$ cat config.mk
export PLATFORM = sky130hd
export DESIGN_NAME = ies_device_flat
export DESIGN_NICKNAME = d
export VERILOG_FILES = /design/src/rtl/ies_pkg.sv /design/src/rtl/ies_if.sv /design/src/rtl/ies_device.sv /design/src/flat_wrapper.sv
export SDC_FILE = /design/constraint.sdc
export NUM_CORES = 1
export LEC_CHECK = 0
export CORE_ASPECT_RATIO = 0.7
export CORE_MARGIN = 8
export CORE_UTILIZATION = 55
export CTS_BUF_LIST = sky130_fd_sc_hd__clkbuf_8
export CTS_CLUSTER_SIZE = 25
export DETAILED_ROUTE_END_ITERATION = 7
export DONT_BUFFER_PORTS = 1
export GPL_TIMING_DRIVEN = 0
export PLACE_DENSITY = 0.7
export SLEW_MARGIN = 10
export SYNTH_ARGS = -nofsm -noshare
export SYNTH_HDL_FRONTEND = slang
export SYNTH_SLANG_ARGS = --single-unit
$ cat constraint.sdc
create_clock -name ref_clk -period 2.4 [get_ports ref_clk]
set_input_delay 0.48 -clock ref_clk [delete_from_list [all_inputs] [get_ports ref_clk]]
set_output_delay 0.48 -clock ref_clk [all_outputs]
set_load 0.02 [all_outputs]
$ cat src/rtl/ies_pkg.sv
// Purpose: Shared constants for the interrupt event sources block
// Assumes: 40 MHz ref_clk, 8-bit device registers
// Notes:   Times are in ns, cycle counts derive from them
package ies_pkg;
    localparam int CLK_NS        = 25;
    localparam int SE0_MIN_NS    = 12000;
    localparam int T128_NS       = 128000;
    localparam int T1024_NS      = 1024000;
    localparam int STARTUP_NS    = 100000;
    // Least time rounds up, periods are exact
    localparam int SE0_CYC     = (SE0_MIN_NS + CLK_NS - 1) / CLK_NS;
    localparam int T128_CYC    = T128_NS / CLK_NS;
    localparam int T1024_CYC   = T1024_NS / CLK_NS;
    localparam int STARTUP_CYC = STARTUP_NS / CLK_NS;

    localparam logic [7:0] A_ADDR_A   = 8'h10;
    localparam logic [7:0] A_ADDR_B   = 8'h40;
    localparam logic [7:0] A_ATTACH   = 8'h48;
    localparam logic [7:0] A_EN_MASK  = 8'h49;
    localparam logic [7:0] A_RATE     = 8'h4A;
    localparam logic [7:0] A_SLEEP    = 8'h4D;
    localparam logic [7:0] A_WAKE     = 8'h4E;
    localparam logic [7:0] A_LINE0    = 8'h4F;
    localparam logic [7:0] A_LINEV    = 8'h50;
    localparam logic [7:0] A_FORCE    = 8'h51;
    localparam logic [7:0] A_PSC      = 8'h1F;
    localparam logic [7:0] A_GIE      = 8'h20;
    localparam logic [7:0] A_EPIE     = 8'h21;
    localparam logic [7:0] A_PEND_LO  = 8'h22;
    localparam logic [7:0] A_PEND_HI  = 8'h23;
    localparam logic [7:0] A_SERVICE  = 8'h24;
    localparam logic [7:0] A_VECTOR   = 8'h25;
    localparam logic [7:0] A_I2C_CTL  = 8'h28;
    localparam logic [7:0] A_I2C_STS  = 8'h29;
    localparam logic [7:0] A_GPIO_EN  = 8'h2C;
    localparam logic [7:0] A_GPIO_POL = 8'h2D;

    localparam int PSC_BUSRST = 5;
    // Global enable bits
    localparam int GE_BUSRST = 0;
    localparam int GE_T128   = 1;
    localparam int GE_T1024  = 2;
    localparam int GE_HUB    = 3;
    localparam int GE_GPIO   = 5;
    localparam int GE_I2C    = 6;
    // Two-wire control and status bits
    localparam int IC_PROCEED = 0;
    localparam int IC_MASTER  = 1;
    localparam int IC_ACK     = 2;
    localparam int IC_XMIT    = 3;
    localparam int IS_FIRST   = 0;
    localparam int IS_STOP    = 1;
    localparam int IS_ARBLOST = 2;
    localparam int IS_ACKRX   = 3;
    localparam int NUM_VEC    = 12;
endpackage : ies_pkg

$ cat src/rtl/ies_if.sv
// Purpose: Register and interrupt path between controller and device
// Assumes: Both ends on ref_clk
// Notes:   Strobes are one-cycle pulses
`timescale 1ns/100ps
interface ies_if;
    logic       reg_wr;     // Write strobe
    logic       reg_rd;     // Read strobe
    logic [7:0] reg_addr;   // Register address
    logic [7:0] reg_wdata;  // Write data
    logic [7:0] reg_rdata;  // Read data
    logic       reg_rvalid; // Read data valid pulse
    logic       irq;        // Enabled request pending
    logic [3:0] irq_vec;    // Highest request vector
    modport dev (input reg_wr, reg_rd, reg_addr, reg_wdata,
                 output reg_rdata, reg_rvalid, irq, irq_vec);
    modport ctl (output reg_wr, reg_rd, reg_addr, reg_wdata,
                 input reg_rdata, reg_rvalid, irq, irq_vec);
endinterface : ies_if

$ cat src/rtl/ies_device.sv
// Purpose: Interrupt event sources: bus reset, timers, endpoints, hub,
//          pins and two-wire controller events into pending flags
// Assumes: Event inputs synchronous to ref_clk, pulses one cycle
// Notes:   Hardware sets win over firmware clears in the same cycle
//
// How it works
// - SE0 of 12 us counts as bus reset
// - Bus reset sets status bit 5
// - Bus reset clears both device addresses
// - Bus reset clears hub registers 0x48..0x51
// - Bus reset request raised when SE0 ends
// - Bus reset aborts start-up delay
// - Two free periodic timer sources
// - Five endpoint sources, one each
// - Endpoint fires on acknowledged handshake only
// - Hub request on connect, babble, resume
// - Babble and resume gated by port enable
// - Forced ports raise no connect request
// - Each enabled pin interrupts, one polarity, one vector
// - Owning pin locks out others until released
// - Lowest active pin takes the lock, pin enables kept
// - Slave receive byte interrupts, first-byte flag
// - Slave receive: stop seen flagged unless ack was cleared
// - Slave transmit byte interrupts with master ack
// - Master transmit: clearing master select stops
// - Master receive: clearing master select stops
// - Arbitration loss: drop master, await stop
// - Proceed cleared before byte interrupts
// - Each source latches a pending flag
// - Lowest vector number wins
`timescale 1ns/100ps
module ies_device #(
    parameter int T128_CYC    = ies_pkg::T128_CYC,   // Short timer period
    parameter int T1024_CYC   = ies_pkg::T1024_CYC,  // Long timer period
    parameter int STARTUP_CYC = ies_pkg::STARTUP_CYC // Start-up delay
) (
    input  wire logic       ref_clk,        // 40 MHz clock
    input  wire logic       sys_rst,        // Sync reset, high
    ies_if.dev              fw,             // Firmware register path
    input  wire logic       usb_se0,        // Upstream SE0 level
    input  wire logic [4:0] ep_hs,          // Endpoint final handshake
    input  wire logic       ep_hs_acked,    // Handshake was an ACK
    input  wire logic [3:0] hub_conn_chg,   // Downstream connect change
    input  wire logic [3:0] hub_babble,     // Babble seen per port
    input  wire logic [3:0] hub_resume,     // Resume seen per port
    input  wire logic [7:0] gpio_pin,       // Pin levels
    input  wire logic       i2c_byte_done,  // Byte moved on two-wire
    input  wire logic       i2c_first,      // Byte follows start
    input  wire logic       i2c_ack_in,     // Master acked our byte
    input  wire logic       i2c_stop,       // Stop seen on bus
    input  wire logic       i2c_arb_lost,   // Arbitration lost
    output logic            i2c_proceed,    // Proceed/busy level
    output logic            i2c_stop_req,   // Send stop, pulse
    output logic            startup_busy    // Start-up delay running
);
    typedef struct packed {
        logic [7:0]  addr_a, addr_b, attach, en_mask, rate, sleep;
        logic [7:0]  wake, line0, linev, force_q;
        logic [7:0]  psc, gie, epie, gpio_en, i2c_ctl, i2c_sts;
        logic        gpio_pol, gpio_lock;
        logic [2:0]  gpio_own;
        logic        i2c_fire, arb_wait, stop_req;
        logic [9:0]  se0_cnt;
        logic        bus_rst;
        logic [15:0] t128, t1024, start_cnt;
        logic        busy;
        logic [11:0] pend;
        logic [7:0]  rdata;
        logic        rvalid, irq;
        logic [3:0]  vec;
    } ies_dev_s;

    ies_dev_s   s_q, s_d;
    logic [11:0] en_vec;
    logic [7:0]  pin_act;
    logic        hub_evt;
    logic        slave_rx;

    // Request enables in vector order, DAC slot has no source
    assign en_vec = {s_q.gie[ies_pkg::GE_I2C], s_q.gie[ies_pkg::GE_GPIO],
                     1'b0, s_q.gie[ies_pkg::GE_HUB], s_q.epie[4:0],
                     s_q.gie[ies_pkg::GE_T1024], s_q.gie[ies_pkg::GE_T128],
                     s_q.gie[ies_pkg::GE_BUSRST]};
    assign pin_act = (s_q.gpio_pol ? gpio_pin : ~gpio_pin) & s_q.gpio_en;
    assign hub_evt = |(hub_conn_chg & ~s_q.force_q[3:0])
                   | |((hub_babble | hub_resume) & s_q.en_mask[3:0]);
    assign slave_rx = !s_q.i2c_ctl[ies_pkg::IC_MASTER]
                   && !s_q.i2c_ctl[ies_pkg::IC_XMIT];

    // Next state: firmware writes first, hardware events after
    always_comb begin
        s_d = s_q;
        s_d.rvalid   = 1'b0;
        s_d.stop_req = 1'b0;
        s_d.i2c_fire = 1'b0;
        if (fw.reg_wr) begin
            unique case (fw.reg_addr)
                ies_pkg::A_ADDR_A:   s_d.addr_a   = fw.reg_wdata;
                ies_pkg::A_ADDR_B:   s_d.addr_b   = fw.reg_wdata;
                ies_pkg::A_ATTACH:   s_d.attach   = fw.reg_wdata;
                ies_pkg::A_EN_MASK:  s_d.en_mask  = fw.reg_wdata;
                ies_pkg::A_RATE:     s_d.rate     = fw.reg_wdata;
                ies_pkg::A_SLEEP:    s_d.sleep    = fw.reg_wdata;
                ies_pkg::A_WAKE:     s_d.wake     = fw.reg_wdata;
                ies_pkg::A_LINE0:    s_d.line0    = fw.reg_wdata;
                ies_pkg::A_LINEV:    s_d.linev    = fw.reg_wdata;
                ies_pkg::A_FORCE:    s_d.force_q  = fw.reg_wdata;
                ies_pkg::A_PSC:      s_d.psc      = s_q.psc & ~fw.reg_wdata;
                ies_pkg::A_GIE:      s_d.gie      = fw.reg_wdata;
                ies_pkg::A_EPIE:     s_d.epie     = fw.reg_wdata;
                ies_pkg::A_GPIO_EN:  s_d.gpio_en  = fw.reg_wdata;
                ies_pkg::A_GPIO_POL: s_d.gpio_pol = fw.reg_wdata[0];
                ies_pkg::A_I2C_STS:  s_d.i2c_sts  = s_q.i2c_sts & ~fw.reg_wdata;
                ies_pkg::A_SERVICE: begin
                    // Acknowledge clears only the serviced flag
                    if (fw.reg_wdata >= 8'h01 && fw.reg_wdata <= 8'h0C)
                        s_d.pend[fw.reg_wdata[3:0] - 4'h1] = 1'b0;
                end
                ies_pkg::A_I2C_CTL: begin
                    s_d.i2c_ctl = fw.reg_wdata;
                    // Dropping master select while master sends stop
                    if (s_q.i2c_ctl[ies_pkg::IC_MASTER]
                        && !fw.reg_wdata[ies_pkg::IC_MASTER])
                        s_d.stop_req = 1'b1;
                end
                default: ;
            endcase
        end
        // Upstream SE0 length, detect at the 12 us point
        if (usb_se0) begin
            if (s_q.se0_cnt != 10'(ies_pkg::SE0_CYC))
                s_d.se0_cnt = s_q.se0_cnt + 10'h001;
        end else begin
            s_d.se0_cnt = 10'h000;
        end
        if (usb_se0 && s_q.se0_cnt == 10'(ies_pkg::SE0_CYC - 1))
            s_d.bus_rst = 1'b1;
        if (s_d.bus_rst) begin
            s_d.psc[ies_pkg::PSC_BUSRST] = 1'b1;
            s_d.addr_a = 8'h00;
            s_d.addr_b = 8'h00;
            s_d.attach = 8'h00;
            s_d.en_mask = 8'h00;
            s_d.rate = 8'h00;
            s_d.sleep = 8'h00;
            s_d.wake = 8'h00;
            s_d.line0 = 8'h00;
            s_d.linev = 8'h00;
            s_d.force_q = 8'h00;
            s_d.busy = 1'b0;
            s_d.start_cnt = 16'h0000;
        end
        // Request only once the reset condition lets go
        if (s_q.bus_rst && !usb_se0) begin
            s_d.bus_rst = 1'b0;
            s_d.pend[0] = 1'b1;
        end
        // Start-up delay after power-on reset
        if (s_q.busy && !s_d.bus_rst) begin
            if (s_q.start_cnt == 16'(STARTUP_CYC - 1))
                s_d.busy = 1'b0;
            else
                s_d.start_cnt = s_q.start_cnt + 16'h0001;
        end
        // Free-running periodic ticks
        s_d.t128  = s_q.t128 + 16'h0001;
        s_d.t1024 = s_q.t1024 + 16'h0001;
        if (s_q.t128 == 16'(T128_CYC - 1)) begin
            s_d.t128 = 16'h0000;
            s_d.pend[1] = 1'b1;
        end
        if (s_q.t1024 == 16'(T1024_CYC - 1)) begin
            s_d.t1024 = 16'h0000;
            s_d.pend[2] = 1'b1;
        end
        // Endpoints: an unacknowledged IN gives nothing
        if (ep_hs_acked)
            s_d.pend[7:3] = s_d.pend[7:3] | ep_hs;
        if (hub_evt)
            s_d.pend[8] = 1'b1;
        // Pin lockout: the owner blocks others until it lets go
        if (s_q.gpio_lock && !pin_act[s_q.gpio_own])
            s_d.gpio_lock = 1'b0;
        if (!s_q.gpio_lock && |pin_act) begin
            s_d.gpio_lock = 1'b1;
            s_d.pend[10]  = 1'b1;
            for (int i = 7; i >= 0; i--)
                if (pin_act[i])
                    s_d.gpio_own = 3'(i);
        end
        // Two-wire events: proceed drops a cycle before the request
        if (i2c_byte_done) begin
            s_d.i2c_ctl[ies_pkg::IC_PROCEED] = 1'b0;
            s_d.i2c_fire = 1'b1;
            if (slave_rx)
                s_d.i2c_sts[ies_pkg::IS_FIRST] = i2c_first;
            s_d.i2c_sts[ies_pkg::IS_ACKRX] = i2c_ack_in;
        end
        if (i2c_stop && slave_rx && s_q.i2c_ctl[ies_pkg::IC_ACK]) begin
            s_d.i2c_sts[ies_pkg::IS_STOP] = 1'b1;
            s_d.pend[11] = 1'b1;
        end
        if (i2c_arb_lost) begin
            s_d.i2c_ctl[ies_pkg::IC_MASTER] = 1'b0;
            s_d.i2c_sts[ies_pkg::IS_ARBLOST] = 1'b1;
            s_d.arb_wait = 1'b1;
        end else if (s_q.arb_wait && i2c_stop) begin
            s_d.arb_wait = 1'b0;
            s_d.pend[11] = 1'b1;
        end
        if (s_q.i2c_fire)
            s_d.pend[11] = 1'b1;
        s_d.pend[9] = 1'b0;
        // Lowest enabled vector number wins
        s_d.irq = |(s_q.pend & en_vec);
        s_d.vec = 4'h0;
        for (int v = ies_pkg::NUM_VEC - 1; v >= 0; v--)
            if (s_q.pend[v] && en_vec[v])
                s_d.vec = 4'(v + 1);
        // Register read port
        if (fw.reg_rd) begin
            s_d.rvalid = 1'b1;
            unique case (fw.reg_addr)
                ies_pkg::A_ADDR_A:   s_d.rdata = s_q.addr_a;
                ies_pkg::A_ADDR_B:   s_d.rdata = s_q.addr_b;
                ies_pkg::A_ATTACH:   s_d.rdata = {4'h0, s_q.attach[3:0]};
                ies_pkg::A_EN_MASK:  s_d.rdata = s_q.en_mask;
                ies_pkg::A_RATE:     s_d.rdata = s_q.rate;
                ies_pkg::A_SLEEP:    s_d.rdata = s_q.sleep;
                ies_pkg::A_WAKE:     s_d.rdata = s_q.wake;
                ies_pkg::A_LINE0:    s_d.rdata = s_q.line0;
                ies_pkg::A_LINEV:    s_d.rdata = s_q.linev;
                ies_pkg::A_FORCE:    s_d.rdata = s_q.force_q;
                ies_pkg::A_PSC:      s_d.rdata = s_q.psc;
                ies_pkg::A_GIE:      s_d.rdata = s_q.gie;
                ies_pkg::A_EPIE:     s_d.rdata = s_q.epie;
                ies_pkg::A_PEND_LO:  s_d.rdata = s_q.pend[7:0];
                ies_pkg::A_PEND_HI:  s_d.rdata = {4'h0, s_q.pend[11:8]};
                ies_pkg::A_VECTOR:   s_d.rdata = {4'h0, s_q.vec};
                ies_pkg::A_I2C_CTL:  s_d.rdata = s_q.i2c_ctl;
                ies_pkg::A_I2C_STS:  s_d.rdata = s_q.i2c_sts;
                ies_pkg::A_GPIO_EN:  s_d.rdata = s_q.gpio_en;
                ies_pkg::A_GPIO_POL: s_d.rdata = {7'h00, s_q.gpio_pol};
                default:             s_d.rdata = 8'h00;
            endcase
        end
    end

    // State register; start-up delay begins at reset release
    always_ff @(posedge ref_clk) begin
        if (sys_rst) begin
            s_q      <= '0;
            s_q.busy <= 1'b1;
        end else begin
            s_q <= s_d;
        end
    end

    assign fw.reg_rdata  = s_q.rdata;
    assign fw.reg_rvalid = s_q.rvalid;
    assign fw.irq        = s_q.irq;
    assign fw.irq_vec    = s_q.vec;
    assign i2c_proceed   = s_q.i2c_ctl[ies_pkg::IC_PROCEED];
    assign i2c_stop_req  = s_q.stop_req;
    assign startup_busy  = s_q.busy;
endmodule : ies_device

$ cat src/flat_wrapper.sv
// flat-port wrapper written by rule: the top's interface ports become plain ports
module ies_device_flat 
#(
    parameter int T128_CYC    = ies_pkg::T128_CYC,                        
    parameter int T1024_CYC   = ies_pkg::T1024_CYC,                      
    parameter int STARTUP_CYC = ies_pkg::STARTUP_CYC                  
)
  (ref_clk, sys_rst, usb_se0, ep_hs, ep_hs_acked, hub_conn_chg, hub_babble, hub_resume, gpio_pin, i2c_byte_done, i2c_first, i2c_ack_in, i2c_stop, i2c_arb_lost, i2c_proceed, i2c_stop_req, startup_busy, fw_reg_wr, fw_reg_rd, fw_reg_addr, fw_reg_wdata, fw_reg_rdata, fw_reg_rvalid, fw_irq, fw_irq_vec);
  ies_if fw_i ();
  input  wire logic ref_clk;
  input  wire logic sys_rst;
  input  wire logic usb_se0;
  input  wire logic [4:0] ep_hs;
  input  wire logic ep_hs_acked;
  input  wire logic [3:0] hub_conn_chg;
  input  wire logic [3:0] hub_babble;
  input  wire logic [3:0] hub_resume;
  input  wire logic [7:0] gpio_pin;
  input  wire logic i2c_byte_done;
  input  wire logic i2c_first;
  input  wire logic i2c_ack_in;
  input  wire logic i2c_stop;
  input  wire logic i2c_arb_lost;
  output logic i2c_proceed;
  output logic i2c_stop_req;
  output logic startup_busy;
  input wire logic [$bits(fw_i.reg_wr)-1:0] fw_reg_wr;
  input wire logic [$bits(fw_i.reg_rd)-1:0] fw_reg_rd;
  input wire logic [$bits(fw_i.reg_addr)-1:0] fw_reg_addr;
  input wire logic [$bits(fw_i.reg_wdata)-1:0] fw_reg_wdata;
  output wire logic [$bits(fw_i.reg_rdata)-1:0] fw_reg_rdata;
  output wire logic [$bits(fw_i.reg_rvalid)-1:0] fw_reg_rvalid;
  output wire logic [$bits(fw_i.irq)-1:0] fw_irq;
  output wire logic [$bits(fw_i.irq_vec)-1:0] fw_irq_vec;
  assign fw_i.reg_wr = fw_reg_wr;
  assign fw_i.reg_rd = fw_reg_rd;
  assign fw_i.reg_addr = fw_reg_addr;
  assign fw_i.reg_wdata = fw_reg_wdata;
  assign fw_reg_rdata = fw_i.reg_rdata;
  assign fw_reg_rvalid = fw_i.reg_rvalid;
  assign fw_irq = fw_i.irq;
  assign fw_irq_vec = fw_i.irq_vec;
  ies_device #(.T128_CYC(T128_CYC), .T1024_CYC(T1024_CYC), .STARTUP_CYC(STARTUP_CYC)) u_core (.ref_clk(ref_clk), .sys_rst(sys_rst), .fw(fw_i), .usb_se0(usb_se0), .ep_hs(ep_hs), .ep_hs_acked(ep_hs_acked), .hub_conn_chg(hub_conn_chg), .hub_babble(hub_babble), .hub_resume(hub_resume), .gpio_pin(gpio_pin), .i2c_byte_done(i2c_byte_done), .i2c_first(i2c_first), .i2c_ack_in(i2c_ack_in), .i2c_stop(i2c_stop), .i2c_arb_lost(i2c_arb_lost), .i2c_proceed(i2c_proceed), .i2c_stop_req(i2c_stop_req), .startup_busy(startup_busy));
endmodule
==> results of run 1 <==
==> registers in the layout, indices dropped and copies added (netlist names) <==
register              cells
u_core.fw.reg_rdata       8
u_core.en_vec            11
u_core.fw.reg_rvalid      1
u_core.startup_busy       1
u_core.fw.irq_vec         4
u_core.s_q              189
u_core.i2c_proceed        1
u_core.i2c_stop_req       1
u_core.fw.irq             1
==> how the worst max path moves through the flow <==
stage               cells after the start                                   to  slack [ps]                        start
global placement                        6  u_core.fw.reg_rdata[3]$_SDFFE_PP0P_        -700                    fw_reg_rd
CTS                                     8            u_core.s_q[51]$_SDFF_PP0_          20    u_core.s_q[43]$_SDFF_PP0_
floorplan                               8  u_core.fw.reg_rdata[1]$_SDFFE_PP0P_         270               fw_reg_addr[7]
detailed placement                      6  u_core.fw.reg_rdata[3]$_SDFFE_PP0P_        -620                    fw_reg_rd
global route                            8            u_core.s_q[38]$_SDFF_PP0_           1  u_core.s_q[76]$_SDFFE_PP0P_
finish                                  6  u_core.fw.reg_rdata[3]$_SDFFE_PP0P_          50                    fw_reg_rd
==> per-layer routing <==
metal	global-route usage, %	up-vias	share of wire (%)
met5	2.94	-	0.26
li1	-	4528	-
met4	7.54	2	1.8
met1	40.9	4669	45
met3	11.0	64	14
met2	38.2	529	39
==> cell type report <==
cell class / count / area (sq um) / area share (%)
buffer: 93 / 453 / 3.87
clock buffer: 49 / 674 / 5.77
clock inverter: 14 / 85.1 / 0.727
inverter: 28 / 109 / 0.931
multi-input combinational: 917 / 5720 / 48.9
sequential: 217 / 4340 / 37.1
tap: 242 / 303 / 2.59
timing repair buffer: 1 / 10.0 / 0.0856
==> timing repair <==
item                                    CTS  global route
endpoints found under the setup margin   64            66
gates resized for setup                  12            12
hold buffers                              1             0
hold endpoints to repair                  1             0
==> layout by cell type, fill, tap and decap left out, types with 21 or more instances in the layout <==
cell        n
dfxtp_1   217
nor2_1    170
nand2_1   131
mux2i_1    95
a21oi_1    86
nand3_1    57
clkbuf_1   49
clkbuf_8   49
inv_1      38
o21ai_0    38
xor2_1     26
and3_1     23
a22oi_1    22
nor3_1     21
==> power by group through the flow <==
stage | logic (mW) | clock network, mW | registers, mW
2_1_floorplan | 0.265 | 0 | 3.73
3_3_place_gp | 0.399 | 0 | 3.75
3_5_place_dp | 0.401 | 0 | 3.75
4_1_cts | 0.406 | 3.47 | 3.67
5_1_grt | 0.449 | 3.64 | 3.67
6_report | 0.424 | 3.43 | 3.67
==> cell families (layout without fill, tap and decap cells) <==
group,count (synthesis),after routing,share of synthesized area [%]
simple gates,516,516,23.9
compound gates,254,254,16.0
flops,217,217,41.2
buf+inv,122,185,5.18
mux,99,99,9.55
xor+xnor,43,43,3.57
fa+ha+maj,5,5,0.593
==> through the flow <==
step	cell area [sq um]	total power, mW	utilization [%]
floorplan	10500	4.00	-
global placement	10800	4.15	57.5
detailed placement	10800	4.15	57.5
CTS	11600	7.55	61.7
global route	11700	7.76	62.0
finish	11700	7.52	62.0
==> results.cfg, run 1 <==
[status]
status = complete, no violations

[timing]
fin_crit_sh_pct = 98.0
rsz0062_at_grt = no
hold_viol = 0
holdWs_ps = 21.4
slew_viol_final = 0
fin_ws_ps = 48.9
setup_viol = 0
final.setup_skew_ps = 41.0
finalSetupTns_ps = 0
worst_slew_pin_slew_ps = 1030
fmax_mhz = 425
max_slew_margin_pct = 30.4
period_minus_slack_ps = 2350

[place]
portBuffers = 0
gp_routability_congestion = 0.997
dp_slack_ps = -622
post-dp-hpwl_mm = 25.8
placedCellCount = 1498

[synthesis]
syn_area_per_cell_sq_um = 8.39
synth_top_area_cell = dfxtp_1
synth_seq_cells = 217
synth_most_common_cell = dfxtp_1
ys.flop_type = dfxtp_1
synth_area_sq_mm = 0.0105
synth_commonest_cells = 217 x dfxtp_1, 170 x nor2_1, 131 x nand2_1, 95 x mux2i_1, 86 x a21oi_1
seq_area_frac_synth_pct = 41.2
yosysUniqueCellTypes = 81
synth_cells = 1256
yosys_warnings = 0
yosys-top-cells-area = dfxtp_1 41%, mux2i_1 9.0%, nor2_1 6.1%, nand2_1 4.7%, a21oi_1 4.1%
syn_nets = 1313
synth.top_cell.area_share_pct = 41.2
synth-edff-count = 0
synthArstFlopShare_pct = 0

[clock_tree]
clkLatencyLatePin_ps = 550
numCtsBuffers = 36
max-clock-path-buffers = 3
tritoncts = built
post-cts-setup-buffer-count = 0
cts_max_level = 2
clkTransAtPathRegs_ps = 60
clkSinkCount = 217
cts-root-buf = clkbuf_8

[worst_setup_path]
critPathSlowestCell = nor4_2
crit_fanout = 10
required_ps = 2780
regToRegSetupSlack_ps = 80
slowest_delay_ps = 540
path_cells = clkbuf_1 > clkinvlp_4 > a22o_1 > a2111o_1 > nor4_2 > nor3_1
arrival_ps = 2730
critPathLaunchType = input port
r2r-start = u_core.s_q[93]$_SDFFE_PP0P_
crit_path_end_kind = flip-flop
reg2reg_depth = 5
regToRegEndpoint = u_core.s_q[90]$_SDFFE_PP0P_
cp.buffers_inverters = 2
critPathTopFamily = buffers and inverters
crit_type = input port to flip-flop

[detailed_routing]
first_pass_iters = 8
via_count = 9792
final_antenna_net_count = 0
viasPerCell = 6.27
wl_per_cell_microns = 22.3
wirelength_mm = 34.8
drtIter0Drc = 1341
drcViolationCount = 0

[run]
cap_viol_max_count = 0

[power_and_ir_drop]
clock_power_share_pct = 45.6
max-vdd-ir-drop_uv = 387
powerDensity_mw_per_mm2 = 643
intPower_mw = 5.67
pwr-share-comb_pct = 5.6
p_switching_mw = 1.86
leakage_nw = 4.53
switching_share_pct = 24.7
p_seq_share_pct = 48.8

[layout]
layout-drive-gt1-share_pct = 9.40
area_growth_syn_to_layout_pct = 11.0
fin_nets = 1351
finalNonFillerCells = 1561
antenna_cells = 0
fill_cells = 1684

[hold_path]
min_path_cells = 1
holdCritStartpoint = i2c_arb_lost
hold_end = u_core.s_q[103]$_SDFFE_PP0P_
hold_path_class = input port to flip-flop

[floorplan]
ios = 69
core_sq_mm = 0.0189
die_h_microns = 132
dieArea_sq_mm = 0.0239
die_w_microns = 181
start_util_pct = 55.9
fp-row-count = 42

[global_route]
antenna_found_initial = 0
grt_pass1_vias = 9012
grt_pass1_wl_mm = 53.2
overflow = 0
grt_max_degree = 11
grt.total_usage_pct = 28.4
(Power assumes the default switching activity.)
==> run 2: changes to the inputs <==
Settings changed: CORE_UTILIZATION 55 to 50, PLACE_DENSITY 0.7 to unset.
==> run 2 against run 1 <==
Effect of this change:
- clock power decreased by 4%
- flip-flop and latch count is the same
- largest cell class unchanged
- total power down 1.6%
- highest routed layer is now met4
- routed wire length is 4.7% higher
- die area up 8.9%
- sequential share of layout area up 0.14 points
- cell area is 0.39% lower
- fmax up 1.3%
- critical endpoint is now u_core.fw.reg_rvalid$_SDFF_PP0_
- combinational power up 2%
- first-iteration DRC count down 24%
==> results.cfg, run 2 (synthesis results as in run 1) <==
[place]
dp_slack_ps = -684
post-dp-hpwl_mm = 26.8
gp_routability_congestion = 0.998
portBuffers = 0

[detailed_routing]
drcViolationCount = 0
wirelength_mm = 36.5
first_pass_iters = 7
wl_per_cell_microns = 23.0
via_count = 9817
viasPerCell = 6.19
drtIter0Drc = 1022
final_antenna_net_count = 0

[timing]
fin_ws_ps = 78.8
worst_slew_pin_slew_ps = 956
fmax_mhz = 431
slew_viol_final = 0
finalSetupTns_ps = 0
fin_crit_sh_pct = 96.7
max_slew_margin_pct = 35.8
rsz0062_at_grt = yes
hold_viol = 0
final.setup_skew_ps = 32.1
setup_viol = 0
period_minus_slack_ps = 2320
holdWs_ps = 17.0

[global_route]
grt_pass1_wl_mm = 54.4
grt_max_degree = 11
grt.total_usage_pct = 27.2
antenna_found_initial = 0
grt_pass1_vias = 8924
overflow = 0

[worst_setup_path]
crit_start = sys_rst
arrival_ps = 2710
slowest_delay_ps = 620
r2r-start = u_core.s_q[76]$_SDFFE_PP0P_
crit_fanout = 10
crit_top_cell = clkbuf_1
critPathSlowestCell = clkbuf_1
regToRegSetupSlack_ps = 100
critPathLaunchType = input port
required_ps = 2780
crit_type = input port to flip-flop
crit_path_end_kind = flip-flop
path_cells = clkbuf_1 > clkbuf_1 > clkbuf_1 > clkbuf_1 > nor2_1

[run]
cap_viol_max_count = 0

[layout]
antenna_cells = 0
multi_input_area_sq_mm = 0.00570
layout-drive-gt1-share_pct = 9.01
layout_common_cells = 217 x dfxtp_1, 170 x nor2_1, 131 x nand2_1
largest_reg_flops = 189
fin_nets = 1350
seq_area_sq_mm = 0.00434
post-route-util_pct = 56.3
final_common_cell = dfxtp_1
fill_cells = 2017
area_growth_syn_to_layout_pct = 10.5
regMostFlops = u_core.s_q

[power_and_ir_drop]
leakage_nw = 4.49
powerDensity_mw_per_mm2 = 635
p_total_mw = 7.40
max-vdd-ir-drop_uv = 388

[clock_tree]
clkSinkCount = 217
clkTransAtPathRegs_ps = 60
cts-root-buf = clkbuf_8
clkLatencyLatePin_ps = 540
post-cts-setup-buffer-count = 0
numCtsBuffers = 36
max-clock-path-buffers = 3
tritoncts = built
cts_max_level = 2

[floorplan]
die_h_microns = 137
dieArea_sq_mm = 0.0261
core_sq_mm = 0.0207
die_w_microns = 190
start_util_pct = 50.9
fp-row-count = 44
ios = 69

[hold_path]
holdCritStartpoint = i2c_arb_lost
hold_path_class = input port to flip-flop

[status]
status = complete, no violations
## run 2: cell types whose count changed in the layout (fill, tap and decap cells not counted), sizes merged
cell	previous run	this run
clkbuf	106	103
clkinv	1	2
inv	39	34
buf	36	35
clkinvlp	1	0
## run 2: layout make-up
class | count | share of cell area [%]
buffer | 92 | 3.88
timing repair buffer | 1 | 0.0859
tap | 276 | 2.96
inverter | 28 | 0.902
multi-input combinational | 917 | 48.9
sequential | 217 | 37.3
clock buffer | 46 | 5.43
clock inverter | 9 | 0.526
## run 2: path summary, 6_finish.rpt
| kind | endpoint | depth (start not counted) |
|---|---|---|
| max | u_core.fw.reg_rvalid$_SDFF_PP0_ | 5 |
| min | u_core.s_q[103]$_SDFFE_PP0P_ | 1 |
| min reg2reg | u_core.s_q[141]$_SDFFE_PP0P_ | 2 |
| max reg2reg | u_core.s_q[211]$_SDFFE_PP0P_ | 7 |
## run 2: where the power goes
part / total, mW / switching [mW] / internal, mW
logic: 0.434 / 0.322 / 0.111
registers: 3.67 / 0.0343 / 3.63
clock network: 3.30 / 1.50 / 1.80
## run 2: worst max-delay path, delay by kind of cell
family	cells	cell delay, ps
AND/OR/NAND/NOR	1	130
buffers and inverters	4	2080
## run 2: metrics by stage
| step | std cells | instance area, sq um |
|---|---|---|
| floorplan | 1256 | 10500 |
| global placement | 1532 | 10900 |
| detailed placement | 1532 | 10900 |
| CTS | 1587 | 11600 |
| global route | 1586 | 11700 |
| finish | 1586 | 11700 |
## run 2: repair_timing
action / CTS / global route
hold buffers: 1 / 0
setup endpoints to repair: 84 / 86
gates resized for setup: 11 / 12
hold endpoints to repair: 1 / 0
## run 2: per-layer routing
layer	up-vias	global-route usage, %	share of wire, %
met5	-	0	0
met4	0	7.06	2.0
met3	65	8.73	13
met1	4705	40.6	47
met2	533	36.6	38
li1	4514	-	-
